$ cat config.mk
export PLATFORM = sky130hd
export DESIGN_NAME = store_instruction_unit
export DESIGN_NICKNAME = d
export VERILOG_FILES = /design/src/design/store_ea_gen.v /design/src/design/store_instruction_unit.v
export VERILOG_INCLUDE_DIRS = /design/src /design/src/design
export SDC_FILE = /design/constraint.sdc
export NUM_CORES = 1
export LEC_CHECK = 0
export BUFFER_PORTS_ARGS = -buffer_cell sky130_fd_sc_hd__buf_4
export CAP_MARGIN = 20
export CORE_MARGIN = 2
export CORE_UTILIZATION = 40
export CTS_CLUSTER_SIZE = 10
export DETAILED_ROUTE_END_ITERATION = 12
export GPL_ROUTABILITY_DRIVEN = 0
export MAX_ROUTING_LAYER = met4
export PLACE_DENSITY = 0.76
export SLEW_MARGIN = 20
export SYNTH_ARGS = -nofsm -noshare
export SYNTH_HDL_FRONTEND = slang
export SYNTH_HIERARCHICAL = 1
export SYNTH_SLANG_ARGS = --single-unit
export TNS_END_PERCENT = 1
$ cat constraint.sdc
create_clock -name clk -period 6.35 [get_ports clk]
set_clock_uncertainty 0.05 [all_clocks]
set_input_delay 1.27 -clock clk [delete_from_list [all_inputs] [get_ports clk]]
set_output_delay 1.27 -clock clk [all_outputs]
set_load 0.02 [all_outputs]
$ cat src/design/store_unit_consts.vh
// Behaviour
// - decode byte/half/word/double stores from op3
// - alternate stores decoded, privileged in user mode
// - word full, half low 16, byte low 8
// - integer pair: even at ea, odd ea+4
// - odd rd on integer double: bad opcode
// - ea is src1+src2 or src1+signed_imm_field
// - alternate uses insn space id; i=1 traps
// - normal stores pick user/system space by supervisor
// - each store atomic, pair held locked
// - integer misalignment traps by access size
// - decode float single/state/queue/double; queue privileged
// - float pair: even at ea, odd ea+4
// - odd rd float double: float fault, bad reg
// - queue store writes front doubleword entry
// - no queue: float fault, type 4
// - empty queue: float fault, queue order
// - state store waits for busy float operates
// - state store may clear trap type after
// - float misalignment: word or doubleword
// - float store disabled or absent: float off
// - second word fault may leave first written
`ifndef STORE_UNIT_CONSTS_VH
`define STORE_UNIT_CONSTS_VH

// ==========================================
// instruction fields
`define OP_HI          31
`define OP_LO          30
`define RD_HI          29
`define RD_LO          25
`define OP3_HI         24
`define OP3_LO         19
`define SRC1_HI        18
`define SRC1_LO        14
`define IMM_BIT        13
`define SPACE_HI       12
`define SPACE_LO       5
`define SRC2_HI        4
`define SRC2_LO        0
`define IMM13_HI       12
`define OP_MEMORY      2'h3

// ==========================================
// op3 encodings
`define OP3_BYTE       6'h05
`define OP3_HALF       6'h06
`define OP3_WORD       6'h04
`define OP3_DOUBLE     6'h07
`define OP3_BYTE_ALT   6'h15
`define OP3_HALF_ALT   6'h16
`define OP3_WORD_ALT   6'h14
`define OP3_DOUBLE_ALT 6'h17
`define OP3_FSINGLE    6'h24
`define OP3_FSTATE     6'h25
`define OP3_FQUEUE     6'h26
`define OP3_FDOUBLE    6'h27

// ==========================================
// trap codes on trap_code
`define TRAP_NONE      4'h0
`define TRAP_PRIV      4'h1
`define TRAP_BAD_OP    4'h2
`define TRAP_MISALIGN  4'h3
`define TRAP_FLOAT_OFF 4'h4
`define TRAP_FLOAT     4'h5
`define TRAP_ACCESS    4'h6

// float trap type values
`define FTT_NONE       3'h0
`define FTT_QUEUE_ORD  3'h4
`define FTT_BAD_REG    3'h6

// address spaces for normal stores
`define SPACE_USER     8'h0a
`define SPACE_SYSTEM   8'h0b

// byte enables, big-endian lanes
`define BE_NONE        4'h0
`define BE_WORD        4'hf
`define BE_HALF_HI     4'hc
`define BE_HALF_LO     4'h3
`define BE_BYTE0       4'h8

// second word offset
`define PAIR_STEP      32'h0000_0004

`endif

$ cat src/design/store_ea_gen.v
`timescale 1ns/10ps
`include "store_unit_consts.vh"

module store_ea_gen (
  // clock and reset
  input  wire        clk,
  input  wire        rst_n,
  input  wire        ce,
  // operands
  input  wire        load,
  input  wire [31:0] src1_val,
  input  wire [31:0] src2_val,
  input  wire        imm_flag,
  input  wire [12:0] imm13,
  // result
  output reg  [31:0] ea_r
);

  // sign-extended immediate
  wire [31:0] imm_ext = {{19{imm13[`IMM13_HI]}}, imm13};
  // second operand select
  wire [31:0] operand = imm_flag ? imm_ext : src2_val;

  // ==========================================
  // registered sum, ready one cycle after load
  always @(posedge clk or negedge rst_n) begin
    if (!rst_n) begin
      ea_r <= 32'h0000_0000;
    end else if (ce && load) begin
      ea_r <= src1_val + operand;
    end
  end

endmodule

$ cat src/design/store_instruction_unit.v
`timescale 1ns/10ps
`include "store_unit_consts.vh"

module store_instruction_unit #(
  parameter FQ_PRESENT  = 1'b1,  // deferred queue built in
  parameter FPU_PRESENT = 1'b1,  // float unit built in
  parameter CLEAR_FTT   = 1'b1   // clear trap type after state store
) (
  // clock, enable, reset
  input  wire        clk,
  input  wire        ce,
  input  wire        resetn,
  // instruction issue
  input  wire        insn_valid,
  input  wire [31:0] insn,
  input  wire [31:0] src1_val,
  input  wire [31:0] src2_val,
  // store data sources
  input  wire [31:0] int_even_val,
  input  wire [31:0] int_odd_val,
  input  wire [31:0] fp_even_val,
  input  wire [31:0] fp_odd_val,
  input  wire [31:0] fsr_val,
  input  wire [31:0] fq_front_hi,
  input  wire [31:0] fq_front_lo,
  // processor state
  input  wire        supervisor,
  input  wire        fp_enable_flag,
  input  wire        fq_nonempty,
  input  wire        fp_operate_insn_busy,
  // memory write port
  input  wire        mem_ack,
  input  wire        mem_err,
  output reg         mem_req_r,
  output reg  [31:0] mem_addr_r,
  output reg  [31:0] mem_data_r,
  output reg  [3:0]  mem_be_r,
  output reg  [7:0]  mem_space_r,
  output reg         mem_lock_r,
  // status
  output reg         insn_ready_r,
  output reg         done_r,
  output reg         trap_valid_r,
  output reg  [3:0]  trap_code_r,
  output reg  [2:0]  ftt_r,
  output reg         ftt_clear_r
);

  // ==========================================
  // states
  localparam S_IDLE  = 3'h0;
  localparam S_CHECK = 3'h1;
  localparam S_FWAIT = 3'h2;
  localparam S_WR1   = 3'h3;
  localparam S_WR2   = 3'h4;

  // ==========================================
  // decode helpers
  // integer store class, alternate or not
  function is_int;
    input [5:0] o;
    begin
      is_int = (o == `OP3_BYTE) || (o == `OP3_HALF) || (o == `OP3_WORD) ||
               (o == `OP3_DOUBLE) || is_alt(o);
    end
  endfunction

  // alternate space store
  function is_alt;
    input [5:0] o;
    begin
      is_alt = (o == `OP3_BYTE_ALT) || (o == `OP3_HALF_ALT) ||
               (o == `OP3_WORD_ALT) || (o == `OP3_DOUBLE_ALT);
    end
  endfunction

  // float store class
  function is_fp;
    input [5:0] o;
    begin
      is_fp = (o == `OP3_FSINGLE) || (o == `OP3_FSTATE) ||
              (o == `OP3_FQUEUE) || (o == `OP3_FDOUBLE);
    end
  endfunction

  // two-word stores
  function is_pair;
    input [5:0] o;
    begin
      is_pair = (o == `OP3_DOUBLE) || (o == `OP3_DOUBLE_ALT) ||
                (o == `OP3_FDOUBLE) || (o == `OP3_FQUEUE);
    end
  endfunction

  // ==========================================
  // reset release through two flops
  reg rst_meta_r;
  reg rst_n_r;
  always @(posedge clk or negedge resetn) begin
    if (!resetn) begin
      rst_meta_r <= 1'b0;
      rst_n_r    <= 1'b0;
    end else begin
      rst_meta_r <= 1'b1;
      rst_n_r    <= rst_meta_r;
    end
  end

  // ==========================================
  // latched instruction and operands
  reg  [2:0]  state_r;
  reg  [4:0]  rd_r;        // destination field
  reg  [5:0]  op3_r;       // operation field
  reg         opok_r;      // op field was memory class
  reg         imm_r;       // immediate flag
  reg  [7:0]  space_r;     // space id from insn
  reg         super_r;     // supervisor at issue
  reg  [31:0] word2_r;     // second word data held for atomic pair
  wire [31:0] ea;

  // field extraction at issue
  wire [1:0]  f_op    = insn[`OP_HI:`OP_LO];
  wire [4:0]  f_rd    = insn[`RD_HI:`RD_LO];
  wire [5:0]  f_op3   = insn[`OP3_HI:`OP3_LO];
  wire [4:0]  f_src1  = insn[`SRC1_HI:`SRC1_LO];
  wire        f_imm   = insn[`IMM_BIT];
  wire [7:0]  f_space = insn[`SPACE_HI:`SPACE_LO];
  wire [4:0]  f_src2  = insn[`SRC2_HI:`SRC2_LO];
  // ready must be up too: the first idle cycle after a trap or done is not yet open
  wire        take    = insn_valid && (state_r == S_IDLE) && insn_ready_r;

  // register numbers are resolved outside; kept for clarity only
  wire        unused_fields = |{f_src1, f_src2};

  // address generator, result ready in S_CHECK
  store_ea_gen u_ea (
    .clk      (clk),
    .rst_n    (rst_n_r),
    .ce       (ce),
    .load     (take),
    .src1_val (src1_val),
    .src2_val (src2_val),
    .imm_flag (f_imm),
    .imm13    (insn[`IMM13_HI:0]),
    .ea_r     (ea)
  );

  // ==========================================
  // trap evaluation on the latched instruction
  reg [3:0] chk_code;
  reg [2:0] chk_ftt;
  reg       chk_mis;
  always @* begin
    chk_code = `TRAP_NONE;
    chk_ftt  = `FTT_NONE;
    // alignment by access size
    case (op3_r)
      `OP3_HALF, `OP3_HALF_ALT:                     chk_mis = ea[0];
      `OP3_WORD, `OP3_WORD_ALT:                     chk_mis = |ea[1:0];
      `OP3_FSINGLE, `OP3_FSTATE:                    chk_mis = |ea[1:0];
      `OP3_DOUBLE, `OP3_DOUBLE_ALT:                 chk_mis = |ea[2:0];
      `OP3_FDOUBLE, `OP3_FQUEUE:                    chk_mis = |ea[2:0];
      default:                                      chk_mis = 1'b0;
    endcase
    // priority: decode, privilege, odd rd on integer double, disable, float faults, alignment
    if (!opok_r || !(is_int(op3_r) || is_fp(op3_r))) begin
      chk_code = `TRAP_BAD_OP;
    end else if (is_alt(op3_r) && imm_r) begin
      chk_code = `TRAP_BAD_OP;
    end else if ((is_alt(op3_r) || op3_r == `OP3_FQUEUE) && !super_r) begin
      chk_code = `TRAP_PRIV;
    end else if ((op3_r == `OP3_DOUBLE || op3_r == `OP3_DOUBLE_ALT) && rd_r[0]) begin
      chk_code = `TRAP_BAD_OP;
    end else if (is_fp(op3_r) && (!fp_enable_flag || !FPU_PRESENT)) begin
      chk_code = `TRAP_FLOAT_OFF;
    end else if (op3_r == `OP3_FDOUBLE && rd_r[0]) begin
      chk_code = `TRAP_FLOAT;
      chk_ftt  = `FTT_BAD_REG;
    end else if (op3_r == `OP3_FQUEUE && !FQ_PRESENT) begin
      chk_code = `TRAP_FLOAT;
      chk_ftt  = `FTT_QUEUE_ORD;
    end else if (op3_r == `OP3_FQUEUE && !fq_nonempty) begin
      chk_code = `TRAP_FLOAT;
      chk_ftt  = `FTT_QUEUE_ORD;
    end else if (chk_mis) begin
      chk_code = `TRAP_MISALIGN;
    end
  end

  // ==========================================
  // first word data and lanes
  reg [31:0] w1_data;
  reg [31:0] w2_data;
  reg [3:0]  w1_be;
  always @* begin
    w1_be   = `BE_WORD;
    w2_data = int_odd_val;
    case (op3_r)
      // byte: low 8 bits on every lane, one lane enabled
      `OP3_BYTE, `OP3_BYTE_ALT: begin
        w1_data = {4{int_even_val[7:0]}};
        w1_be   = `BE_BYTE0 >> ea[1:0];
      end
      // halfword: low 16 bits, upper or lower half
      `OP3_HALF, `OP3_HALF_ALT: begin
        w1_data = {2{int_even_val[15:0]}};
        w1_be   = ea[1] ? `BE_HALF_LO : `BE_HALF_HI;
      end
      `OP3_FSINGLE: begin
        w1_data = fp_even_val;
      end
      `OP3_FDOUBLE: begin
        w1_data = fp_even_val;
        w2_data = fp_odd_val;
      end
      `OP3_FSTATE: begin
        w1_data = fsr_val;
      end
      `OP3_FQUEUE: begin
        w1_data = fq_front_hi;
        w2_data = fq_front_lo;
      end
      default: begin
        w1_data = int_even_val;
      end
    endcase
  end

  // space: insn field for alternate, else by supervisor flag
  wire [7:0] space_sel = is_alt(op3_r) ? space_r :
                         (super_r ? `SPACE_SYSTEM : `SPACE_USER);

  // ==========================================
  // main sequencer
  always @(posedge clk or negedge rst_n_r) begin
    if (!rst_n_r) begin
      state_r      <= S_IDLE;
      rd_r         <= 5'h00;
      op3_r        <= 6'h00;
      opok_r       <= 1'b0;
      imm_r        <= 1'b0;
      space_r      <= 8'h00;
      super_r      <= 1'b0;
      word2_r      <= 32'h0000_0000;
      mem_req_r    <= 1'b0;
      mem_addr_r   <= 32'h0000_0000;
      mem_data_r   <= 32'h0000_0000;
      mem_be_r     <= `BE_NONE;
      mem_space_r  <= 8'h00;
      mem_lock_r   <= 1'b0;
      insn_ready_r <= 1'b0;
      done_r       <= 1'b0;
      trap_valid_r <= 1'b0;
      trap_code_r  <= `TRAP_NONE;
      ftt_r        <= `FTT_NONE;
      ftt_clear_r  <= 1'b0;
    end else if (ce) begin
      // pulses default low
      done_r       <= 1'b0;
      trap_valid_r <= 1'b0;
      ftt_clear_r  <= 1'b0;
      case (state_r)
        // wait for an instruction
        S_IDLE: begin
          insn_ready_r <= 1'b1;
          if (take) begin
            insn_ready_r <= 1'b0;
            rd_r         <= f_rd;
            op3_r        <= f_op3;
            opok_r       <= (f_op == `OP_MEMORY) | (unused_fields & 1'b0);
            imm_r        <= f_imm;
            space_r      <= f_space;
            super_r      <= supervisor;
            state_r      <= S_CHECK;
          end
        end
        // address known: trap or start the write
        S_CHECK: begin
          if (chk_code != `TRAP_NONE) begin
            trap_valid_r <= 1'b1;
            trap_code_r  <= chk_code;
            ftt_r        <= chk_ftt;
            state_r      <= S_IDLE;
          end else begin
            // capture data now so the pair goes out unbroken
            mem_addr_r  <= ea;
            mem_data_r  <= w1_data;
            mem_be_r    <= w1_be;
            mem_space_r <= space_sel;
            word2_r     <= w2_data;
            trap_code_r <= `TRAP_NONE;
            if (op3_r == `OP3_FSTATE && fp_operate_insn_busy) begin
              state_r <= S_FWAIT;
            end else begin
              mem_req_r  <= 1'b1;
              mem_lock_r <= is_pair(op3_r);
              state_r    <= S_WR1;
            end
          end
        end
        // state register only leaves once operates drain
        S_FWAIT: begin
          if (!fp_operate_insn_busy) begin
            mem_data_r <= fsr_val;
            mem_req_r  <= 1'b1;
            state_r    <= S_WR1;
          end
        end
        // first word
        S_WR1: begin
          if (mem_ack) begin
            if (mem_err) begin
              mem_req_r    <= 1'b0;
              mem_lock_r   <= 1'b0;
              trap_valid_r <= 1'b1;
              trap_code_r  <= `TRAP_ACCESS;
              state_r      <= S_IDLE;
            end else if (is_pair(op3_r)) begin
              // lock stays high between the two words
              mem_addr_r <= mem_addr_r + `PAIR_STEP;
              mem_data_r <= word2_r;
              mem_be_r   <= `BE_WORD;
              state_r    <= S_WR2;
            end else begin
              mem_req_r   <= 1'b0;
              mem_be_r    <= `BE_NONE;
              done_r      <= 1'b1;
              ftt_clear_r <= CLEAR_FTT && (op3_r == `OP3_FSTATE);
              state_r     <= S_IDLE;
            end
          end
        end
        // second word; a fault here leaves the first in memory
        S_WR2: begin
          if (mem_ack) begin
            mem_req_r  <= 1'b0;
            mem_lock_r <= 1'b0;
            mem_be_r   <= `BE_NONE;
            state_r    <= S_IDLE;
            if (mem_err) begin
              trap_valid_r <= 1'b1;
              trap_code_r  <= `TRAP_ACCESS;
            end else begin
              done_r <= 1'b1;
            end
          end
        end
        default: begin
          state_r <= S_IDLE;
        end
      endcase
    end
  end

endmodule

==> flow_summary.toml <==
[logic_synthesis]
synth_cells = 1499
synth.cell_area_mm2 = 0.0129
yosysWarnings = 6
ys_ff_latch = 174
seq_area_frac_synth_pct = 33.8
synth_edf_count = 0
synth-async-reset-ratio_pct = 100
synth_flop_cell = "dfrtp_1"
synthDistinctLibCells = 80
avgSynthCellArea_um2 = 8.61

[timing]
min_period_ns = 3.98
finalMaxSlewViolations = 0
final.period_utilization_pct = 62.7
setup_ws_ns = 2.37
setup_violations = 0
fin_tns_setup_ns = 0
tightest_slew_ns = 1.16
fmax_ghz = 0.251
rsz0062_at_grt = "no"
whs_ns = 0.305
max-slew-margin-rel_pct = 22.5
hold_viol_final = 0

[setup_path]
cp_data_arrival_time_ns = 4.23
cp-start-kind = "input pin"
crit_cells = 11
crit_chain = "buf_4 -> mux2_2 -> ha_1 -> fa_1 -> a211oi_1 -> o21bai_1 -> a211o_1 -> a31oi_2 -> o21bai_1 -> xnor2_1 -> o21ai_1"
critical_path_class = "input pin to flip-flop"
crit_path_top_delay_cell = "fa_1"
critPathMaxStageDelay_ns = 0.44
cp_data_required_time_ns = 6.60
end_kind = "flip-flop"
cpMostUsedCell = "o21bai_1"
r2r_cells = 7
crit_family = "compound AO/OA/AOI/OAI gates"
crit_fanout = 34
r2r_setup_slack_ns = 2.56
critPathBufInv = 1

[detailed_routing]
vias_per_cell = 5.90
remaining_drc_errors = 0
drt_pre_antenna_iters = 8
wl_um = 48200
drt-initial-drc-count = 1258
wl_met3_um = 4090
antenna_left = 0
top_layer_used = "met4"
avgRoutedWirePerCell_um = 21.5
via_count = 13200
met2_length_um = 22600
wl_met1_um = 19400

[clock_network]
hold_buffers = 0
postCtsSetupBuffers = 0
clk_pin_slew_ns = 0.07
clk_latency_ns = 0.44
cts_buffer_depth = 2
cts_root_buf = "clkbuf_16"
numCtsBuffers = 17
cts_tree = "yes"
cts_resized = 0
htree_levels = 4
clkSinkCount = 174

[floorplan]
num_io_pins = 419
die_w_um = 184
start_util_pct = 40.8
row_count = 65
dieArea_mm2 = 0.0337
fp.dieH_um = 184
core_mm2 = 0.0316

[run_status]
outcome = "completed"

[cells_and_area]
finalNetCount = 2185
syn_to_final_growth_pct = 29.3
drive_above_1_share_pct = 29.4
final_core_util_pct = 52.7

[power_and_ir_drop]
seqPwrFrac_pct = 33.7
p_sw_share_pct = 45.1
pwr-share-clk_pct = 16.7
vdd_drop_max_mv = 0.263
totalPowerFinal_mw = 6.25
power_leakage_nw = 7.77
p_switching_mw = 2.82
power.density_mw_per_mm2 = 375
comb_power_share_pct = 49.7
power.internal_mw = 3.43

[placement]
portBuffers = 407
hpwl_um = 36300
pre_cts_ws_ns = 1.97

[global_routing]
grt_pass1_vias = 12500
antenna_found_initial = 6
grt_remaining_overflow = 0
grt_max_degree = 72
groute.usage.overall_pct = 28.3
grt_pass1_wl_um = 71700

[flow_run]
maxCapViolCount = 0

[worst_hold_path]
worstHoldPathType = "flip-flop to flip-flop"
hold_depth = 0
## sequential cells by signal (all words and copies together), names as in the netlist, 2 cells and up
name	flops
word2_r	32
space_r	8
mem_space_r	8
u_ea/ea_r	32
is_int.o	6
trap_code_r	3
mem_addr_r	32
ftt_r	2
mem_data_r	32
mem_be_r	4
state_r	3
## cell usage after synthesis, types with 5 or more instances
cell,instances,share of area (%)
nand2_1,175,5.1
dfrtp_1,174,34
o21ai_0,144,5.6
a21oi_1,93,3.6
mux2i_1,83,6.4
clkbuf_1,79,2.3
nor2_1,60,1.7
mux2_2,56,4.9
a211oi_1,54,3.1
inv_1,48,1.4
mux2_1,45,3.9
nor2b_1,40,1.9
nand3_1,36,1.4
ha_1,32,3.1
buf_2,27,1.0
a221oi_1,24,1.6
a31oi_1,21,1.0
o21ai_1,20,0.78
a21o_1,19,1.1
nand4_1,19,0.92
nor3_1,19,0.74
xnor2_1,16,1.1
and3_1,14,0.68
o211ai_1,14,0.81
o22ai_1,14,0.68
a22oi_1,12,0.70
o31ai_1,12,0.70
a2bb2oi_1,11,0.75
nand2b_1,9,0.44
a32oi_1,8,0.54
xor2_1,8,0.54
o21bai_1,7,0.41
a211o_1,5,0.34
and4_1,5,0.34
buf_1,5,0.15
o22a_1,5,0.34
## through the flow
stage	cell area (um2)	cells
after floorplan	12900	1500
after global placement	16100	2205
after detailed placement	16100	2205
after CTS	16700	2237
after global routing	16700	2243
final	16700	2243
## power groups by stage
stage	Combinational [mW]	Sequential [mW]	Clock (mW)
6_report	3.10	2.10	1.04
3_3_place_gp	3.00	2.07	0
4_1_cts	3.08	2.08	1.06
3_5_place_dp	3.07	2.10	0
5_1_grt	3.35	2.16	1.10
2_1_floorplan	1.92	2.10	0
## final cells by class
class | instances | area, um2
Tap cell | 402 | 503
Timing Repair Buffer | 420 | 3150
Sequential cell | 174 | 4360
Clock inverter | 15 | 150
Antenna cell | 6 | 15.0
Fill cell | 2946 | 15000
Multi-Input combinational cell | 1161 | 7880
Inverter | 48 | 180
Clock buffer | 17 | 425
## cells in the final DEF, fill, tap and decap left out, types with 7 or more instances in the layout
cell / n
nand2b_1: 8
o211ai_1: 14
nand2_1: 174
inv_1: 48
mux2i_1: 83
o21ai_0: 144
a21o_1: 19
xor2_1: 8
and3_1: 14
nand3_1: 36
mux2_2: 56
buf_4: 420
nor3_1: 19
a21oi_1: 93
nor2b_1: 40
a31oi_1: 21
a221oi_1: 24
o31ai_1: 12
a32oi_1: 8
nand4_1: 19
o21bai_1: 7
mux2_1: 45
clkbuf_16: 17
o22ai_1: 14
xnor2_1: 16
a22oi_1: 12
a2bb2oi_1: 11
o21ai_1: 19
a211oi_1: 54
dfrtp_1: 170
ha_1: 32
nor2_1: 59
## final timing paths
path | startpoint | end
hold reg to reg | rst_meta_r | rst_n_r
setup / recovery | insn[13] | u_ea/ea_r[24]
min in group asynchronous | rst_n_r | is_int.o[4]
setup reg to reg | is_int.o[1] | mem_data_r[18]
hold / removal | rst_meta_r | rst_n_r
max in group asynchronous | rst_n_r | mem_addr_r[18]
## cells by family (layout without fill, tap and decap cells)
family	Yosys count	after routing	share of synthesized area [%]
muxes	184	184	15.3
xor gates and xnor gates	24	24	1.63
AOI/OAI and AO/OA	508	508	25.5
and+or+nand+nor	409	409	15.2
DFF	174	174	33.8
other	2	9	0.0582
adders and majority gates	33	33	3.26
buffers and inverters	165	500	5.31
## per-layer routing
layer / vias to the layer above / GRT usage [%]
met5: - / -
met4: 0 / 12.3
met3: 84 / 6.64
met2: 634 / 44.6
met1: 6315 / 34.7
li1: 6210 / -
No activity file was read; power rests on OpenSTA's default activity.
